### src/hdl/lbc_defines.vh
`ifndef LBC_DEFINES_VH
`define LBC_DEFINES_VH

// ----------------------------------------
// Bus state codes
// ----------------------------------------
`define LBC_ST_IDLE 3'h0
`define LBC_ST_PRE  3'h1
`define LBC_ST_T1   3'h2
`define LBC_ST_T2   3'h3
`define LBC_ST_T3   3'h4
`define LBC_ST_TW   3'h5
`define LBC_ST_T4   3'h6
`define LBC_ST_HOLD 3'h7

// ----------------------------------------
// Interrupt constants
// ----------------------------------------
`define LBC_NMI_VECTOR 8'h02
`define LBC_VEC_SHIFT  2

// ----------------------------------------
// Reset values
// ----------------------------------------
`define LBC_RST_STROBE 1'b1
`define LBC_RST_MEMIO  1'b1
`define LBC_RST_VECTOR 8'h00

`endif

### src/hdl/lbc_ctrl.v
// Operation
// Maskable request is a high level sampled in each instruction's last clock.
// Maskable request is ignored while the interrupt enable flag is clear.
// Maskable request passes a two-stage synchroniser before use.
// Serviced interrupt fetches its handler address from the memory vector table.
// Wait instruction finishes when test is low, otherwise idles and rechecks.
// Test input is synchronised every clock on the rising edge.
// Non-maskable request is edge triggered and uses vector 2.
// Its rising edge starts service after the current instruction; synchronised.
// Enable flag has no effect on the non-maskable request.
// Reset pin aborts at once; restart follows its release; synchronised.
// Reset source holds reset high at least four clocks.
// Mode select high chooses minimum-mode pin functions.
// Memory/IO line high for memory, low for IO, from preceding T4 to last T4.
// Memory/IO line floats at logic one during hold acknowledge.
// Write strobe low in T2, T3 and wait states of write cycles only.
// Write strobe floats at logic one during hold acknowledge.
// Acknowledge strobe low in T2, T3 and wait states of each acknowledge cycle.
// Acknowledge strobe is always driven, never floated.
// Address latch pulse high only in T1 of every bus cycle.
// Address latch pulse is always driven, never floated.
// Hold grant rises together with floating of bus control lines.
// Bus cycles run T1 to T4 with wait states after T3 while ready is low.
`timescale 1ns/1ps
`include "lbc_defines.vh"

module lbc_ctrl #(
	parameter VEC_W  = 8,
	parameter ADDR_W = 20
) (
	// Clock and reset
	input  wire              clk_i,
	input  wire              sys_rst_i,
	// Device pins in
	input  wire              reset_pin_i,
	input  wire              maskable_irq_in_i,
	input  wire              nmi_i,
	input  wire              test_n_i,
	input  wire              min_max_select_i,
	input  wire              ready_i,
	input  wire              hold_req_i,
	input  wire [VEC_W-1:0]  vector_data_i,
	// Core side
	input  wire              instr_end_i,
	input  wire              irq_enable_i,
	input  wire              wait_instr_i,
	input  wire              bus_req_i,
	input  wire              bus_write_i,
	input  wire              bus_mem_i,
	// Device pins out
	output wire              mem_io_o,
	output wire              mem_io_oe_o,
	output wire              write_n_o,
	output wire              write_n_oe_o,
	output wire              irq_ack_strobe_n_o,
	output wire              ale_o,
	output wire              hold_grant_out_o,
	// Core side out
	output wire              core_reset_o,
	output wire              min_mode_o,
	output wire              bus_ack_o,
	output wire              bus_done_o,
	output wire [2:0]        bus_state_o,
	output wire              irq_busy_o,
	output wire              vector_fetch_o,
	output wire [VEC_W-1:0]  vector_num_o,
	output wire [ADDR_W-1:0] vector_addr_o,
	output wire              wait_idle_o,
	output wire              wait_done_o
);

	// ----------------------------------------
	// Input synchronisers
	// ----------------------------------------
	reg irq_s1_reg;
	reg irq_s2_reg;
	reg nmi_s1_reg;
	reg nmi_s2_reg;
	reg nmi_s3_reg;
	reg test_s1_reg;
	reg test_s2_reg;
	reg rst_s1_reg;
	reg rst_s2_reg;

	always @(posedge clk_i) begin
		if (sys_rst_i) begin
			irq_s1_reg  <= 1'b0;
			irq_s2_reg  <= 1'b0;
			nmi_s1_reg  <= 1'b0;
			nmi_s2_reg  <= 1'b0;
			nmi_s3_reg  <= 1'b0;
			test_s1_reg <= 1'b1;
			test_s2_reg <= 1'b1;
			rst_s1_reg  <= 1'b1;
			rst_s2_reg  <= 1'b1;
		end else begin
			irq_s1_reg  <= maskable_irq_in_i;
			irq_s2_reg  <= irq_s1_reg;
			nmi_s1_reg  <= nmi_i;
			nmi_s2_reg  <= nmi_s1_reg;
			nmi_s3_reg  <= nmi_s2_reg;
			test_s1_reg <= test_n_i;
			test_s2_reg <= test_s1_reg;
			rst_s1_reg  <= reset_pin_i;
			rst_s2_reg  <= rst_s1_reg;
		end
	end

	// Edge seen between the second and third stage only
	wire nmi_rise = nmi_s2_reg & ~nmi_s3_reg;
	wire abort    = sys_rst_i | rst_s2_reg;

	// ----------------------------------------
	// Mode select
	// ----------------------------------------
	// Caught while reset is held; a strap is not expected to move later
	reg min_mode_reg;

	always @(posedge clk_i) begin
		if (sys_rst_i) begin
			min_mode_reg <= 1'b1;
		end else if (rst_s2_reg) begin
			min_mode_reg <= min_max_select_i;
		end
	end

	// ----------------------------------------
	// Interrupt arbitration
	// ----------------------------------------
	reg              nmi_pend_reg;
	reg              irq_ack_strobe_n_pend_reg;
	reg              fetch_reg;
	reg [VEC_W-1:0]  vec_reg;
	wire             take_nmi;
	wire             take_irq;
	wire             irq_ack_strobe_n_end;

	// Non-maskable wins over maskable at an instruction boundary
	assign take_nmi = instr_end_i & nmi_pend_reg & ~irq_ack_strobe_n_pend_reg;
	assign take_irq = instr_end_i & ~nmi_pend_reg & ~irq_ack_strobe_n_pend_reg
		& irq_s2_reg & irq_enable_i;

	always @(posedge clk_i) begin
		if (abort) begin
			nmi_pend_reg <= 1'b0;
		end else if (nmi_rise) begin
			nmi_pend_reg <= 1'b1; // Set wins over the clear
		end else if (take_nmi) begin
			nmi_pend_reg <= 1'b0;
		end
	end

	always @(posedge clk_i) begin
		if (abort) begin
			irq_ack_strobe_n_pend_reg <= 1'b0;
		end else if (take_irq) begin
			irq_ack_strobe_n_pend_reg <= 1'b1;
		end else if (irq_ack_strobe_n_end) begin
			irq_ack_strobe_n_pend_reg <= 1'b0;
		end
	end

	always @(posedge clk_i) begin
		if (abort) begin
			fetch_reg <= 1'b0;
			vec_reg   <= `LBC_RST_VECTOR;
		end else begin
			fetch_reg <= take_nmi | irq_ack_strobe_n_end;
			if (take_nmi) begin
				vec_reg <= `LBC_NMI_VECTOR;
			end else if (irq_ack_strobe_n_end) begin
				vec_reg <= vector_data_i;
			end
		end
	end

	// ----------------------------------------
	// Wait instruction
	// ----------------------------------------
	assign wait_done_o = wait_instr_i & ~test_s2_reg & ~abort;
	assign wait_idle_o = wait_instr_i & test_s2_reg & ~abort;

	// ----------------------------------------
	// Bus state machine
	// ----------------------------------------
	reg [2:0] state_reg;
	reg [2:0] state_next;
	reg       cyc_wr_reg;
	reg       cyc_irq_ack_strobe_n_reg;
	reg       mem_io_reg;
	reg       write_n_reg;
	reg       irq_ack_strobe_n_n_reg;
	reg       ale_reg;
	reg       grant_reg;
	wire      start;
	wire      core_start;
	wire      data_phase;

	// Acknowledge cycles go ahead of core requests
	assign start      = irq_ack_strobe_n_pend_reg | bus_req_i;
	assign core_start = (state_reg == `LBC_ST_IDLE) & ~hold_req_i
		& ~irq_ack_strobe_n_pend_reg & bus_req_i & ~abort;
	assign data_phase = (state_reg == `LBC_ST_T3) | (state_reg == `LBC_ST_TW);
	assign irq_ack_strobe_n_end   = data_phase & ready_i & cyc_irq_ack_strobe_n_reg;

	always @* begin
		state_next = state_reg;
		case (state_reg)
			`LBC_ST_IDLE: begin
				if (hold_req_i) begin
					state_next = `LBC_ST_HOLD;
				end else if (start) begin
					state_next = `LBC_ST_PRE;
				end
			end
			`LBC_ST_PRE: begin
				state_next = `LBC_ST_T1;
			end
			`LBC_ST_T1: begin
				state_next = `LBC_ST_T2;
			end
			`LBC_ST_T2: begin
				state_next = `LBC_ST_T3;
			end
			`LBC_ST_T3, `LBC_ST_TW: begin
				state_next = ready_i ? `LBC_ST_T4 : `LBC_ST_TW;
			end
			`LBC_ST_T4: begin
				state_next = hold_req_i ? `LBC_ST_HOLD : `LBC_ST_IDLE;
			end
			`LBC_ST_HOLD: begin
				if (!hold_req_i) begin
					state_next = `LBC_ST_IDLE;
				end
			end
			default: begin
				state_next = `LBC_ST_IDLE;
			end
		endcase
	end

	always @(posedge clk_i) begin
		if (abort) begin
			state_reg <= `LBC_ST_IDLE;
		end else begin
			state_reg <= state_next;
		end
	end

	// Cycle kind is latched as the preceding T4 is entered
	always @(posedge clk_i) begin
		if (abort) begin
			cyc_wr_reg   <= 1'b0;
			cyc_irq_ack_strobe_n_reg <= 1'b0;
			mem_io_reg   <= `LBC_RST_MEMIO;
		end else if (state_reg == `LBC_ST_IDLE && state_next == `LBC_ST_PRE) begin
			cyc_irq_ack_strobe_n_reg <= irq_ack_strobe_n_pend_reg;
			cyc_wr_reg   <= ~irq_ack_strobe_n_pend_reg & bus_write_i;
			// Acknowledge cycles report as IO
			mem_io_reg   <= ~irq_ack_strobe_n_pend_reg & bus_mem_i;
		end
	end

	// ----------------------------------------
	// Registered strobes
	// ----------------------------------------
	// ALE spans the whole T1 clock; the low-phase window needs the
	// asymmetric clock, which a single-edge design cannot see
	wire nx_strobe = (state_next == `LBC_ST_T2) | (state_next == `LBC_ST_T3)
		| (state_next == `LBC_ST_TW);

	always @(posedge clk_i) begin
		if (abort) begin
			write_n_reg <= `LBC_RST_STROBE;
			irq_ack_strobe_n_n_reg  <= `LBC_RST_STROBE;
			ale_reg     <= 1'b0;
			grant_reg   <= 1'b0;
		end else begin
			write_n_reg <= ~(nx_strobe & cyc_wr_reg);
			irq_ack_strobe_n_n_reg  <= ~(nx_strobe & cyc_irq_ack_strobe_n_reg);
			ale_reg     <= (state_next == `LBC_ST_T1);
			grant_reg   <= (state_next == `LBC_ST_HOLD);
		end
	end

	// ----------------------------------------
	// Pin drivers
	// ----------------------------------------
	// In maximum mode the minimum-mode pins stay passive
	wire drive = min_mode_reg & ~grant_reg;

	assign mem_io_o           = drive ? mem_io_reg : 1'b1;
	assign mem_io_oe_o        = drive;
	assign write_n_o          = drive ? write_n_reg : 1'b1;
	assign write_n_oe_o       = drive;
	assign irq_ack_strobe_n_o = min_mode_reg ? irq_ack_strobe_n_n_reg : 1'b1;
	assign ale_o              = min_mode_reg & ale_reg;
	assign hold_grant_out_o   = min_mode_reg & grant_reg;

	// ----------------------------------------
	// Core status
	// ----------------------------------------
	assign core_reset_o   = abort;
	assign min_mode_o     = min_mode_reg;
	assign bus_ack_o      = core_start;
	assign bus_done_o     = (state_reg == `LBC_ST_T4) & ~cyc_irq_ack_strobe_n_reg;
	assign bus_state_o    = state_reg;
	assign irq_busy_o     = irq_ack_strobe_n_pend_reg;
	assign vector_fetch_o = fetch_reg;
	assign vector_num_o   = vec_reg;
	// Table entries are four bytes each
	assign vector_addr_o  = {{(ADDR_W-VEC_W-`LBC_VEC_SHIFT){1'b0}}, vec_reg,
		{`LBC_VEC_SHIFT{1'b0}}};

endmodule // lbc_ctrl

### config.mk
export PLATFORM = sky130hd
export DESIGN_NAME = lbc_ctrl
export DESIGN_NICKNAME = d
export VERILOG_FILES = /design/src/hdl/lbc_ctrl.v
export VERILOG_INCLUDE_DIRS = /design/src /design/src/hdl
export SDC_FILE = /design/constraint.sdc
export NUM_CORES = 1
export LEC_CHECK = 0
export ABC_AREA = 1
export BUFFER_PORTS_ARGS = -buffer_cell sky130_fd_sc_hd__buf_4
export CORE_ASPECT_RATIO = 0.9
export CORE_MARGIN = 2
export CORE_UTILIZATION = 45
export CTS_CLUSTER_DIAMETER = 80
export CTS_CLUSTER_SIZE = 40
export DETAILED_ROUTE_END_ITERATION = 7
export PLACE_DENSITY = 0.82
export SLEW_MARGIN = 20
export SYNTH_ARGS = -nofsm -noshare
export SYNTH_HDL_FRONTEND = slang
export SYNTH_SLANG_ARGS = --single-unit
### constraint.sdc
create_clock -name clk_i -period 1.6 [get_ports clk_i]
set_clock_uncertainty 0.15 [all_clocks]
set_input_delay 0.48 -clock clk_i [delete_from_list [all_inputs] [get_ports clk_i]]
set_output_delay 0.48 -clock clk_i [all_outputs]
set_load 0.005 [all_outputs]
======== Word level (Yosys, flattened, before mapping) ========
Index checks and enable logic that the tools add are counted.
word-level totals
  word-level logic and storage cells ...... 99
  bits of input ports ..................... 23
  bits in registers ....................... 31
cells by class
  reductions and logical operators ........ 7
  bitwise operators ....................... 41
  mux-type cells .......................... 15
  equality and inequality tests ........... 13
operators with widths
  cell                                                                    count
  1-bit AND                                                               25
  3-bit equality test (second input constant)                             7
  3-bit one-hot mux with 7 select lines                                   1
  3-bit by 2-bit equality test with 1-bit output (second input constant)  4
  3-bit 2-to-1 mux                                                        4
  1-bit NOT                                                               10
  1-bit 2-to-1 mux                                                        7
  3-bit by 1-bit equality test with 1-bit output (second input constant)  2
  2-bit 2-to-1 mux                                                        3
  1-bit bitwise OR                                                        6
  2-bit nonzero test                                                      3
  2-bit OR reduction                                                      2
  3-bit logical NOT                                                       1
  1-bit logical AND                                                       1

======== Longest topological paths before layout ========
Gate-level depths: netlist (run 1).
  depth in word-level cells ............... 9
  gate-level depth with buffers ........... 8
  gate-level depth less buffers ........... 7

======== Worst setup path after synthesis (run 1) ========
Ideal clock, no wire load.
  path kind ............................... register to output
  from .................................... register state_reg[2] (netlist: bus_state_o[2])
  to ...................................... output port bus_ack_o
  buffers on the path ..................... 1
  data arrival time ....................... 978 ps
  slack ................................... -8 ps
  stages on the path, launching flop included .. 7
  cell sequence ........................... dfxtp_1 -> buf_6 -> nor2_1 -> nand2_1 -> inv_2 -> nand2_1 -> nor4_1
on the way
  word-level cells in the longest chain between the ends .. 5
RTL lines
  item                    line            source
  start, declared         lbc_ctrl.v:186  reg [2:0] state_reg;
  start signal, assigned  lbc_ctrl.v:244  state_reg <= `LBC_ST_IDLE;
  start signal, assigned  lbc_ctrl.v:246  state_reg <= state_next;
  3-bit logical NOT       --
  1-bit AND (4 in a row)  lbc_ctrl.v:201  assign core_start = (state_reg == `LBC_ST_IDLE) & ~hold_req_i
  end, declared           lbc_ctrl.v:61   output wire bus_ack_o,
Every way passes these cells.

======== Final worst setup path (run 1) ========
Ends and elaborated chain as after synthesis.

==> impl_results.md, run 1 <==
* Post-synth EDFFs at 0
* Initial DRC count at between 40 and 50
* Top cells by count, synth: 40 x nand2_1, 31 x dfxtp_1, 25 x inv_1, 24 x nor2_1, 21 x buf_4
* Leading area contributor after synthesis: dfxtp_1
* Leakage at ~1.0 nW
* TritonRoute pass-1 iters at 4
* Global route overflow at 0
* CTS Buf Count at 5
* CTS Root Cell: clkbuf_4
* Setup WS pre-CTS at -0.140 ns
* DRC at 0
* First-pass GRT wire length at roughly 4.9 mm
* Hold crit path type: primary input to flop
* CP max FO at 5
* Kind of start point of the critical path: flop
* Max Slew Vio Count at 0
* RSZ-0062 raised after global routing: true
* Die Y at 57.3 um
* Synth unique cells at 24
* Setup crit end kind: primary output
* Vias per Instance at between 4 and 5
* Die W at ~63 um
* GRT Util Overall at 0.178
* Gp weighted congestion at ~0.8
* Via count at roughly 1,300
* Reg-to-Reg End: write_n_reg
* Largest net degree at the start of global routing at 11
* Status: finished, violations left
* Post-CTS Hold Fix Bufs at 0
* Post-Route WL at roughly 3.2 mm
* RR Startpoint: bus_state_o[1]
* WP data required at between 0.9 and 1 ns
* Synth top area share at 0.437
* WS Path Type: flop to primary output
* CP endpoint: bus_ack_o
* Setup TNS at -1.05 ns
* Vias in the first global route at around 1,200
* Clk Latency, worst-skew pair at ~0.33 ns
* R2r worst-path depth at 9
* Max IR drop VDD at around 0.62 mV
* Clock buffer depth at 2
* Initial antenna violation count at 0
* Main synth FF type: dfxtp_1
* Synth warnings at 0
* CTS tree: built
* Cells on Worst Hold Path at 2
* Reg2Reg Setup Slack at 0.11 ns
* Initial Utilization at 0.467
* Mapped Cells at between 150 and 200
* Layout area overhead at 47.8%
* CORE AREA at ~3000 sq um
* Synth area leaders: dfxtp_1 44%, buf_4 11%, nand2_1 11%, inv_1 6.6%, nor2_1 6.3%
* Final hold vios at 0
* Row count at 19
* Top-count cell post-synth: nand2_1
* Sink Count at 31
* Mapped Area at between 1000 and 1500 sq um
* WL per Instance at 10.6 um
* Final setup fails at 9
* Cell Pwr Density at between 600 and 700 nW/um^2
* DIE AREA at between 3000 and 4000 sq um
* Tmin final at between 1.5 and 2 ns
* Max-Cap Viols at 0
* CTS H-Tree Depth at 2
* DP HPWL at about 2.4 mm
* Sequential fraction of the synthesis area at 0.437
* Final ANT Viol Nets at 0
* Max reg flops at 8
* # IOs at 69
* Clk slew on worst S/H paths at around 0.090 ns
* Nets at 286
* WP data arrival at between 1 and 1.5 ns
* Failing checks: negative setup slack
* Asr flop ratio synth at 0
* Tcrit/Tclk final at 1.21
* Worst setup path start: bus_state_o[2]
* Number of diodes at 0
* Layout cells sized above 1 at 0.449
* Post-synthesis average cell area at between 7 and 8 sq um
* FMAX at 519 MHz
* Synth Register Bits at 31
* Final WS setup at -0.328 ns
* PortBufs at 56
==> worst max-delay path, cell delays in order (launching register included) <==
cell	delay, ns
dfxtp_2	0.36
nor2_1	0.11
nand2_1	0.08
inv_2	0.06
nand2_1	0.07
nor4_2	0.15
buf_4	0.15
==> how the worst min path moves through the flow <==
stage                startpoint         end
global placement     irq_s1_reg  irq_s2_reg
detailed placement   irq_s1_reg  irq_s2_reg
floorplan            irq_s1_reg  irq_s2_reg
finish              reset_pin_i  rst_s1_reg
global route        reset_pin_i  rst_s1_reg
CTS                 reset_pin_i  rst_s1_reg
==> cell usage in the layout, fill, tap and decap left out <==
| master | Yosys | routed |
|---|---|---|
| buf_4 | 21 | 63 |
| nand2_1 | 40 | 37 |
| dfxtp_1 | 31 | 25 |
| nor2_1 | 24 | 22 |
| inv_1 | 25 | 20 |
| buf_6 | 1 | 15 |
| a21oi_1 | 14 | 14 |
| conb_1 | 1 | 12 |
| nand3_1 | 7 | 7 |
| inv_2 | 2 | 6 |
| dfxtp_2 | 0 | 5 |
| clkbuf_4 | 0 | 5 |
| nor2_4 | 2 | 4 |
| o21ai_0 | 5 | 4 |
| or2_2 | 5 | 4 |
| nand2_2 | 1 | 3 |
| nand3_2 | 2 | 2 |
| or2_4 | 0 | 1 |
| inv_4 | 0 | 1 |
| nor4_4 | 0 | 1 |
| nand2_4 | 0 | 1 |
| nor4_2 | 0 | 1 |
| nor2_2 | 1 | 1 |
| o21ai_1 | 0 | 1 |
| nand3_4 | 1 | 1 |
| clkinv_1 | 1 | 1 |
| nand4_2 | 1 | 1 |
| nand4_1 | 1 | 1 |
| a21boi_1 | 1 | 1 |
| dfxtp_4 | 0 | 1 |
| clkinv_2 | 0 | 1 |
| clkbuf_8 | 0 | 1 |
==> power by group <==
part           internal [mW]  switching (mW)  total [mW]
Combinational         0.0946          0.0806       0.175
Sequential             0.785         0.00715       0.792
Clock                  0.203           0.252       0.456
==> metal layers <==
layer,track usage,share of wire
met5,0,0
met4,0.0839,0.011
met3,0.0690,0.078
met2,0.296,0.52
met1,0.203,0.39
==> final cells by class <==
| class | instances | area [sq um] |
|---|---|---|
| clock buffers | 6 | 51.3 |
| clock inverters | 1 | 5.00 |
| fillers | 264 | 945 |
| inverters | 28 | 108 |
| multi-input cells | 119 | 609 |
| flip-flops and latches | 31 | 631 |
| well taps | 42 | 52.6 |
| repair buffers | 78 | 642 |
==> stage by stage <==
| stage | std cells | hold slack, ns | power (mW) | instance area (sq um) | utilization |
|---|---|---|---|---|---|
| after floorplan | 202 | 0.238 | 0.899 | 1470 | - |
| after global placement | 291 | 0.239 | 0.955 | 1880 | 0.616 |
| after detailed placement | 291 | 0.247 | 0.959 | 1880 | 0.616 |
| after CTS | 303 | 0.174 | 1.43 | 2030 | 0.666 |
| after global routing | 305 | 0.160 | 1.49 | 2100 | 0.690 |
| final | 305 | 0.185 | 1.42 | 2100 | 0.690 |
==> timing repair <==
item,4_1_cts,5_1_grt
gates resized for setup,20,22
cloned,0,0
setup buffers,5,4
pin swaps,4,5
endpoints found under the setup margin,11,15
==> kinds of logic after synthesis <==
group	count (synthesis)	synth area share
flip-flops	31	0.437
AO/OA/AOI/OAI	20	0.0722
buffers and inverters	52	0.199
AND/OR/NAND/NOR	87	0.289
other	1	0.00264
Power figures use the tool's default switching activity.
==> run 2: changes to the inputs <==
--- a/config.mk
+++ b/config.mk
@@ -10,11 +10,11 @@
 export BUFFER_PORTS_ARGS = -buffer_cell sky130_fd_sc_hd__buf_4
 export CORE_ASPECT_RATIO = 0.9
 export CORE_MARGIN = 2
-export CORE_UTILIZATION = 45
+export CORE_UTILIZATION = 30
 export CTS_CLUSTER_DIAMETER = 80
 export CTS_CLUSTER_SIZE = 40
 export DETAILED_ROUTE_END_ITERATION = 7
-export PLACE_DENSITY = 0.82
+export PLACE_DENSITY = 0.6
 export SLEW_MARGIN = 20
 export SYNTH_ARGS = -nofsm -noshare
 export SYNTH_HDL_FRONTEND = slang
==> run 2 against run 1 <==
Clock-buffer cell count stayed put. Global-route usage is 5.4 points lower. The run still ends with negative setup slack left. Sequential power hardly changed. Critical path type unchanged. Sequential cell count stayed put.
==> impl_results.md, run 2 (synthesized netlist as in run 1, its figures left out) <==
* Layout cells sized above 1 at 0.443 (-0.00592)
* CTS H-Tree Depth at 2 (unchanged)
* Hold slack at 0.232 ns (+0.0466 ns)
* Largest net degree at the start of global routing at 11 (unchanged)
* Leading cell type in the layout, fill and taps excluded: buf_4
* Via count at 1,262 (-6.4%)
* Die W at 76.5 um (+21%)
* First-pass GRT wire length at 5.16 mm (+5.2%)
* WS Path Type: flop to primary output
* Status: finished, violations left
* Initial antenna violation count at 0 (unchanged)
* CTS Buf Count at 5 (unchanged)
* Sequential cell area at 627 sq um (-0.60%)
* Vias in the first global route at 1,144 (-1.8%)
* Gp weighted congestion at 0.817 (+2.3%)
* DP HPWL at 2.49 mm (+5.9%)
* Nets at 285 (-0.35%)
* Area of placed instances at 1900 sq um (+1.3%)
* WP data required at 0.97 ns (about the same)
* Max-Cap Viols at 0 (unchanged)
* Global route overflow at 0 (unchanged)
* CTS Root Cell: clkbuf_8
* Setup WS pre-CTS at -0.212 ns (-0.0727 ns)
* Failing checks: negative setup slack
* CP max FO at 4 (-1)
* PortBufs at 56 (unchanged)
* Initial Utilization at 0.314 (-0.152)
* Final WS setup at -0.262 ns (+0.0661 ns)
* # IOs at 69 (unchanged)
* Sink Count at 31 (unchanged)
* Cell Pwr Density at 743 nW/um^2 (+9.5%)
* Final instance area at 2110 sq um (+0.72%)
* Row count at 23 (+4)
* RSZ-0062 raised after global routing: true
* Final setup fails at 8 (-1)
* Clk Latency, worst-skew pair at 0.28 ns (-0.05 ns)
* Max Slew Vio Count at 0 (unchanged)
* CTS tree: built
* Max IR drop VDD at 0.422 mV (-32%)
* Vias per Instance at 3.90 (-12%)
* Clk slew on worst S/H paths at 0.06 ns (-0.03 ns)
* Initial DRC count at 21 (-49%)
* WP data arrival at 1.23 ns (-0.07 ns)
* Layout area overhead at 48.8%
* Multi-input logic area at 612 sq um (+0.41%)
* DIE AREA at 5300 sq um (+46%)
* Hold crit path type: primary input to flop
* Clock buffer depth at 2 (unchanged)
* GRT Util Overall at 0.124 (-0.0535)
* TritonRoute pass-1 iters at 4 (unchanged)
* Final ANT Viol Nets at 0 (unchanged)
* Number of diodes at 0 (unchanged)
* Post-Route WL at 3.20 mm (-0.84%)
* Commonest cells after routing, fill and taps aside: 70 x buf_4, 37 x nand2_1, 26 x dfxtp_1, 21 x inv_1, 21 x nor2_1
* Kind of start point of the critical path: flop
* Setup crit end kind: primary output
* DRC at 0 (unchanged)
* WL per Instance at 9.86 um (-6.7%)
* Tmin final at 1.86 ns (-0.0661 ns)
* Setup TNS at -0.576 ns (+0.473 ns)
* Leakage at 1.05 nW (about the same)
* Placed insts at 311 (+6.9%)
* Final hold vios at 0 (unchanged)
* Tcrit/Tclk final at 1.16 (-0.0413)
* Die Y at 69.3 um (+21%)
* Finished Layout Cells at 324 (+6.2%)
* FMAX at 537 MHz (+3.5%)
* Final core occ at 0.468 (-0.222)
* Fillers at 449 (+70%)
* CORE AREA at 4520 sq um (+48%)
* Max reg flops at 8 (unchanged)
* Total Power at 1.57 mW (+10%)
run 2: cell count changes in the layout (fill, tap and decap cells not counted), sizes merged:
| cell | delta |
|---|---|
| buf | -1 |
run 2: power breakdown:
| group | switching, mW | internal (mW) | leakage (nW) |
|---|---|---|---|
| Clock | 0.269 | 0.336 | 0.0470 |
| Sequential | 0.00676 | 0.788 | 0.253 |
| Combinational | 0.0791 | 0.0908 | 0.747 |
run 2: critical path: stages (launching register included):
cell and delay (ns):
dfxtp_2 0.34, nor2_2 0.11, nand2_1 0.08, inv_2 0.07, nand2_2 0.06, nor4_4 0.14, buf_4 0.15
run 2: final cells by class:
class,count,share of cell area
multi-input cells,119,0.290
inverters,28,0.0497
flip-flops and latches,31,0.297
well taps,62,0.0367
clock inverters,1,0.00237
clock buffers,6,0.0391
repair buffers,77,0.286
run 2: final timing paths:
| check | start | slack (ns) | cells after the start | endpoint |
|---|---|---|---|---|
| setup / recovery | bus_state_o[2] | -0.26 | 6 | bus_ack_o |
| hold / removal | test_n_i | 0.23 | 2 | test_s1_reg |
| setup reg to reg | irq_busy_o | 0.23 | 5 | vector_num_o[3] |
| hold reg to reg | irq_s1_reg | 0.25 | 2 | irq_s2_reg |
run 2: metal layers:
layer	global-route usage	share of wire	vias up
li1	-	-	689
met1	0.157	0.46	518
met2	0.189	0.45	48
met3	0.0586	0.080	7
met4	0.0364	0.013	0
met5	0	0	-
run 2: repair_timing:
action | in CTS | in global routing
hold buffers | 0 | 0
setup endpoints to repair | 10 | 10
resized for setup | 24 | 4
pin swaps | 3 | 4
setup buffers | 5 | 1
==> run 3: changes to the inputs <==
--- a/config.mk
+++ b/config.mk
@@ -9,7 +9,6 @@
 export ABC_AREA = 1
 export BUFFER_PORTS_ARGS = -buffer_cell sky130_fd_sc_hd__buf_4
 export CORE_ASPECT_RATIO = 0.9
-export CORE_MARGIN = 2
 export CORE_UTILIZATION = 30
 export CTS_CLUSTER_DIAMETER = 80
 export CTS_CLUSTER_SIZE = 40
==> run 3 against run 2 <==
The run still ends with negative setup slack left. Largest power group unchanged. Clock-buffer cell count is the same. Sequential cell count is the same. Combinational power hardly changed. Worst hold slack got worse by 0.0018 ns. Die area shrank 5.4%. Clock power up 31%. Critical path depth is the same. Utilization rose by 1.1 points. Non-clock buffer count increased by 1. First-iteration DRC count up 29%.
==> impl_results.md, run 3 (synthesized netlist as in run 1, its figures left out) <==
* Status: finished, violations left
* Failing checks: negative setup slack
* CTS Root Cell: clkbuf_8
* DRC at 0 (unchanged)
* Max IR drop VDD at 0.521 mV (+23%)
* Final hold vios at 0 (unchanged)
* Largest net degree at the start of global routing at 11 (unchanged)
* Slowest-stage cell, CP: dfxtp_2
* CTS H-Tree Depth at 2 (unchanged)
* DP HPWL at 2.36 mm (-5.5%)
* CTS Buf Count at 5 (unchanged)
* Tmin final at 1.83 ns (-0.0331 ns)
* DIE AREA at 5010 sq um (-5.4%)
* Kind of start point of the critical path: flop
* RSZ-0062 raised after global routing: true
* Leading cell type in the layout, fill and taps excluded: buf_4
* Initial antenna violation count at 0 (unchanged)
* TritonRoute pass-1 iters at 4 (unchanged)
* CP max FO at 4 (unchanged)
* FMAX at 547 MHz (+1.8%)
* Layout cells sized above 1 at 0.447 (+0.00422)
* Via count at 1,327 (+5.2%)
* Die Y at 67.3 um (-2.9%)
* Clk slew on worst S/H paths at 0.06 ns (about the same)
* Max reg flops at 8 (unchanged)
* Vias per Instance at 4.07 (+4.5%)
* Nets at 286 (+0.35%)
* # IOs at 69 (unchanged)
* Finished Layout Cells at 326 (+0.62%)
* WP data required at 0.97 ns (about the same)
* Initial DRC count at 27 (+29%)
* Row count at 23 (unchanged)
* Tcrit/Tclk final at 1.14 (-0.0207)
* Multi-input logic area at 606 sq um (-1.0%)
* Global route overflow at 0 (unchanged)
* Initial Utilization at 0.316 (+0.00201)
* Sink Count at 31 (unchanged)
* Gp weighted congestion at 0.837 (+2.4%)
* WL per Instance at 9.98 um (+1.2%)
* Layout area overhead at 51.5%
* Final setup fails at 6 (-2)
* CTS tree: built
* Clk Latency, worst-skew pair at 0.28 ns (about the same)
* Sequential cell area at 626 sq um (-0.20%)
* Cell Pwr Density at 817 nW/um^2 (+10%)
* CP peak stage delay at 0.33 ns (about the same)
* WS Path Type: flop to primary output
* Clock buffer depth at 2 (unchanged)
* Fillers at 480 (+6.9%)
* Final core occ at 0.479 (+0.0114)
* Commonest cells after routing, fill and taps aside: 69 x buf_4, 35 x nand2_1, 27 x dfxtp_1, 22 x nor2_1, 21 x inv_1
* Number of diodes at 0 (unchanged)
* Vias in the first global route at 1,125 (-1.7%)
* PortBufs at 56 (unchanged)
* Placed insts at 311 (unchanged)
* Leakage at 1.07 nW (+2.4%)
* Final ANT Viol Nets at 0 (unchanged)
* WP data arrival at 1.20 ns (-0.03 ns)
* Hold crit path type: primary input to flop
* CORE AREA at 4490 sq um (-0.64%)
* Hold slack at 0.230 ns (-0.00176 ns)
* CP cell instances: nor2_1 -> nand2_1 -> inv_2 -> nand2_2 -> nor4_2 -> buf_4
* Final WS setup at -0.229 ns (+0.0331 ns)
* Setup crit end kind: primary output
* Max-Cap Viols at 0 (unchanged)
* First-pass GRT wire length at 4.87 mm (-5.6%)
* Die W at 74.5 um (-2.6%)
* Setup WS pre-CTS at -0.180 ns (+0.0323 ns)
* Post-Route WL at 3.25 mm (+1.8%)
* Max Slew Vio Count at 0 (unchanged)
* GRT Util Overall at 0.133 (+0.00885)
==> run 3: cell types whose count changed in the layout (fill, tap and decap cells not counted), sizes merged <==
cell,delta
bufinv,+1
buf,+1
==> run 3: final cells by class <==
| cell class | count | share of cell area |
|---|---|---|
| clock inverter | 2 | 0.0163 |
| sequential | 31 | 0.291 |
| clock buffer | 6 | 0.0384 |
| tap | 62 | 0.0361 |
| multi-input combinational | 119 | 0.282 |
| timing repair buffer | 78 | 0.288 |
| inverter | 28 | 0.0489 |
==> run 3: critical path: cells and delay by family, from the launching register on <==
kind,cells,cell delay (ns)
DFF,1,0.33
and+or+nand+nor,4,0.36
buffers and inverters,2,0.22
==> run 3: what timing repair did <==
item / 4_1_cts / 5_1_grt
buffers inserted: 5 / 2
gates resized for setup: 21 / 8
setup endpoints to repair: 11 / 11
hold buffers: 0 / 0
pin swaps: 4 / 3
==> run 3: routing by layer <==
layer	up-vias	part of all wire	GRT usage
met4	0	0.020	0.0637
met1	566	0.45	0.166
met2	57	0.45	0.204
li1	695	-	-
met5	-	0	0
met3	9	0.075	0.0478
==> run 3: where the power goes <==
| group | total [mW] | switching (mW) | internal (mW) |
|---|---|---|---|
| sequential | 0.794 | 0.00676 | 0.787 |
| clock | 0.792 | 0.288 | 0.503 |
| combinational | 0.172 | 0.0799 | 0.0918 |
==> run 3: worst paths after layout <==
path | from | cells after the start | slack (ns) | end
max | bus_state_o[2] | 6 | -0.23 | bus_ack_o
min | test_n_i | 2 | 0.23 | test_s1_reg
max reg2reg | bus_state_o[1] | 7 | 0.11 | grant_reg
min reg2reg | nmi_s1_reg | 2 | 0.25 | nmi_s2_reg
==> run 3: per-stage QoR <==
step / power [mW] / TNS (ns) / instance area, sq um
after floorplan: 0.899 / 0 / 1470
after global placement: 0.955 / -0.591 / 1900
after detailed placement: 0.957 / -0.590 / 1900
after CTS: 1.77 / -0.564 / 2110
after global routing: 1.83 / -0.939 / 2150
final: 1.76 / -0.497 / 2150
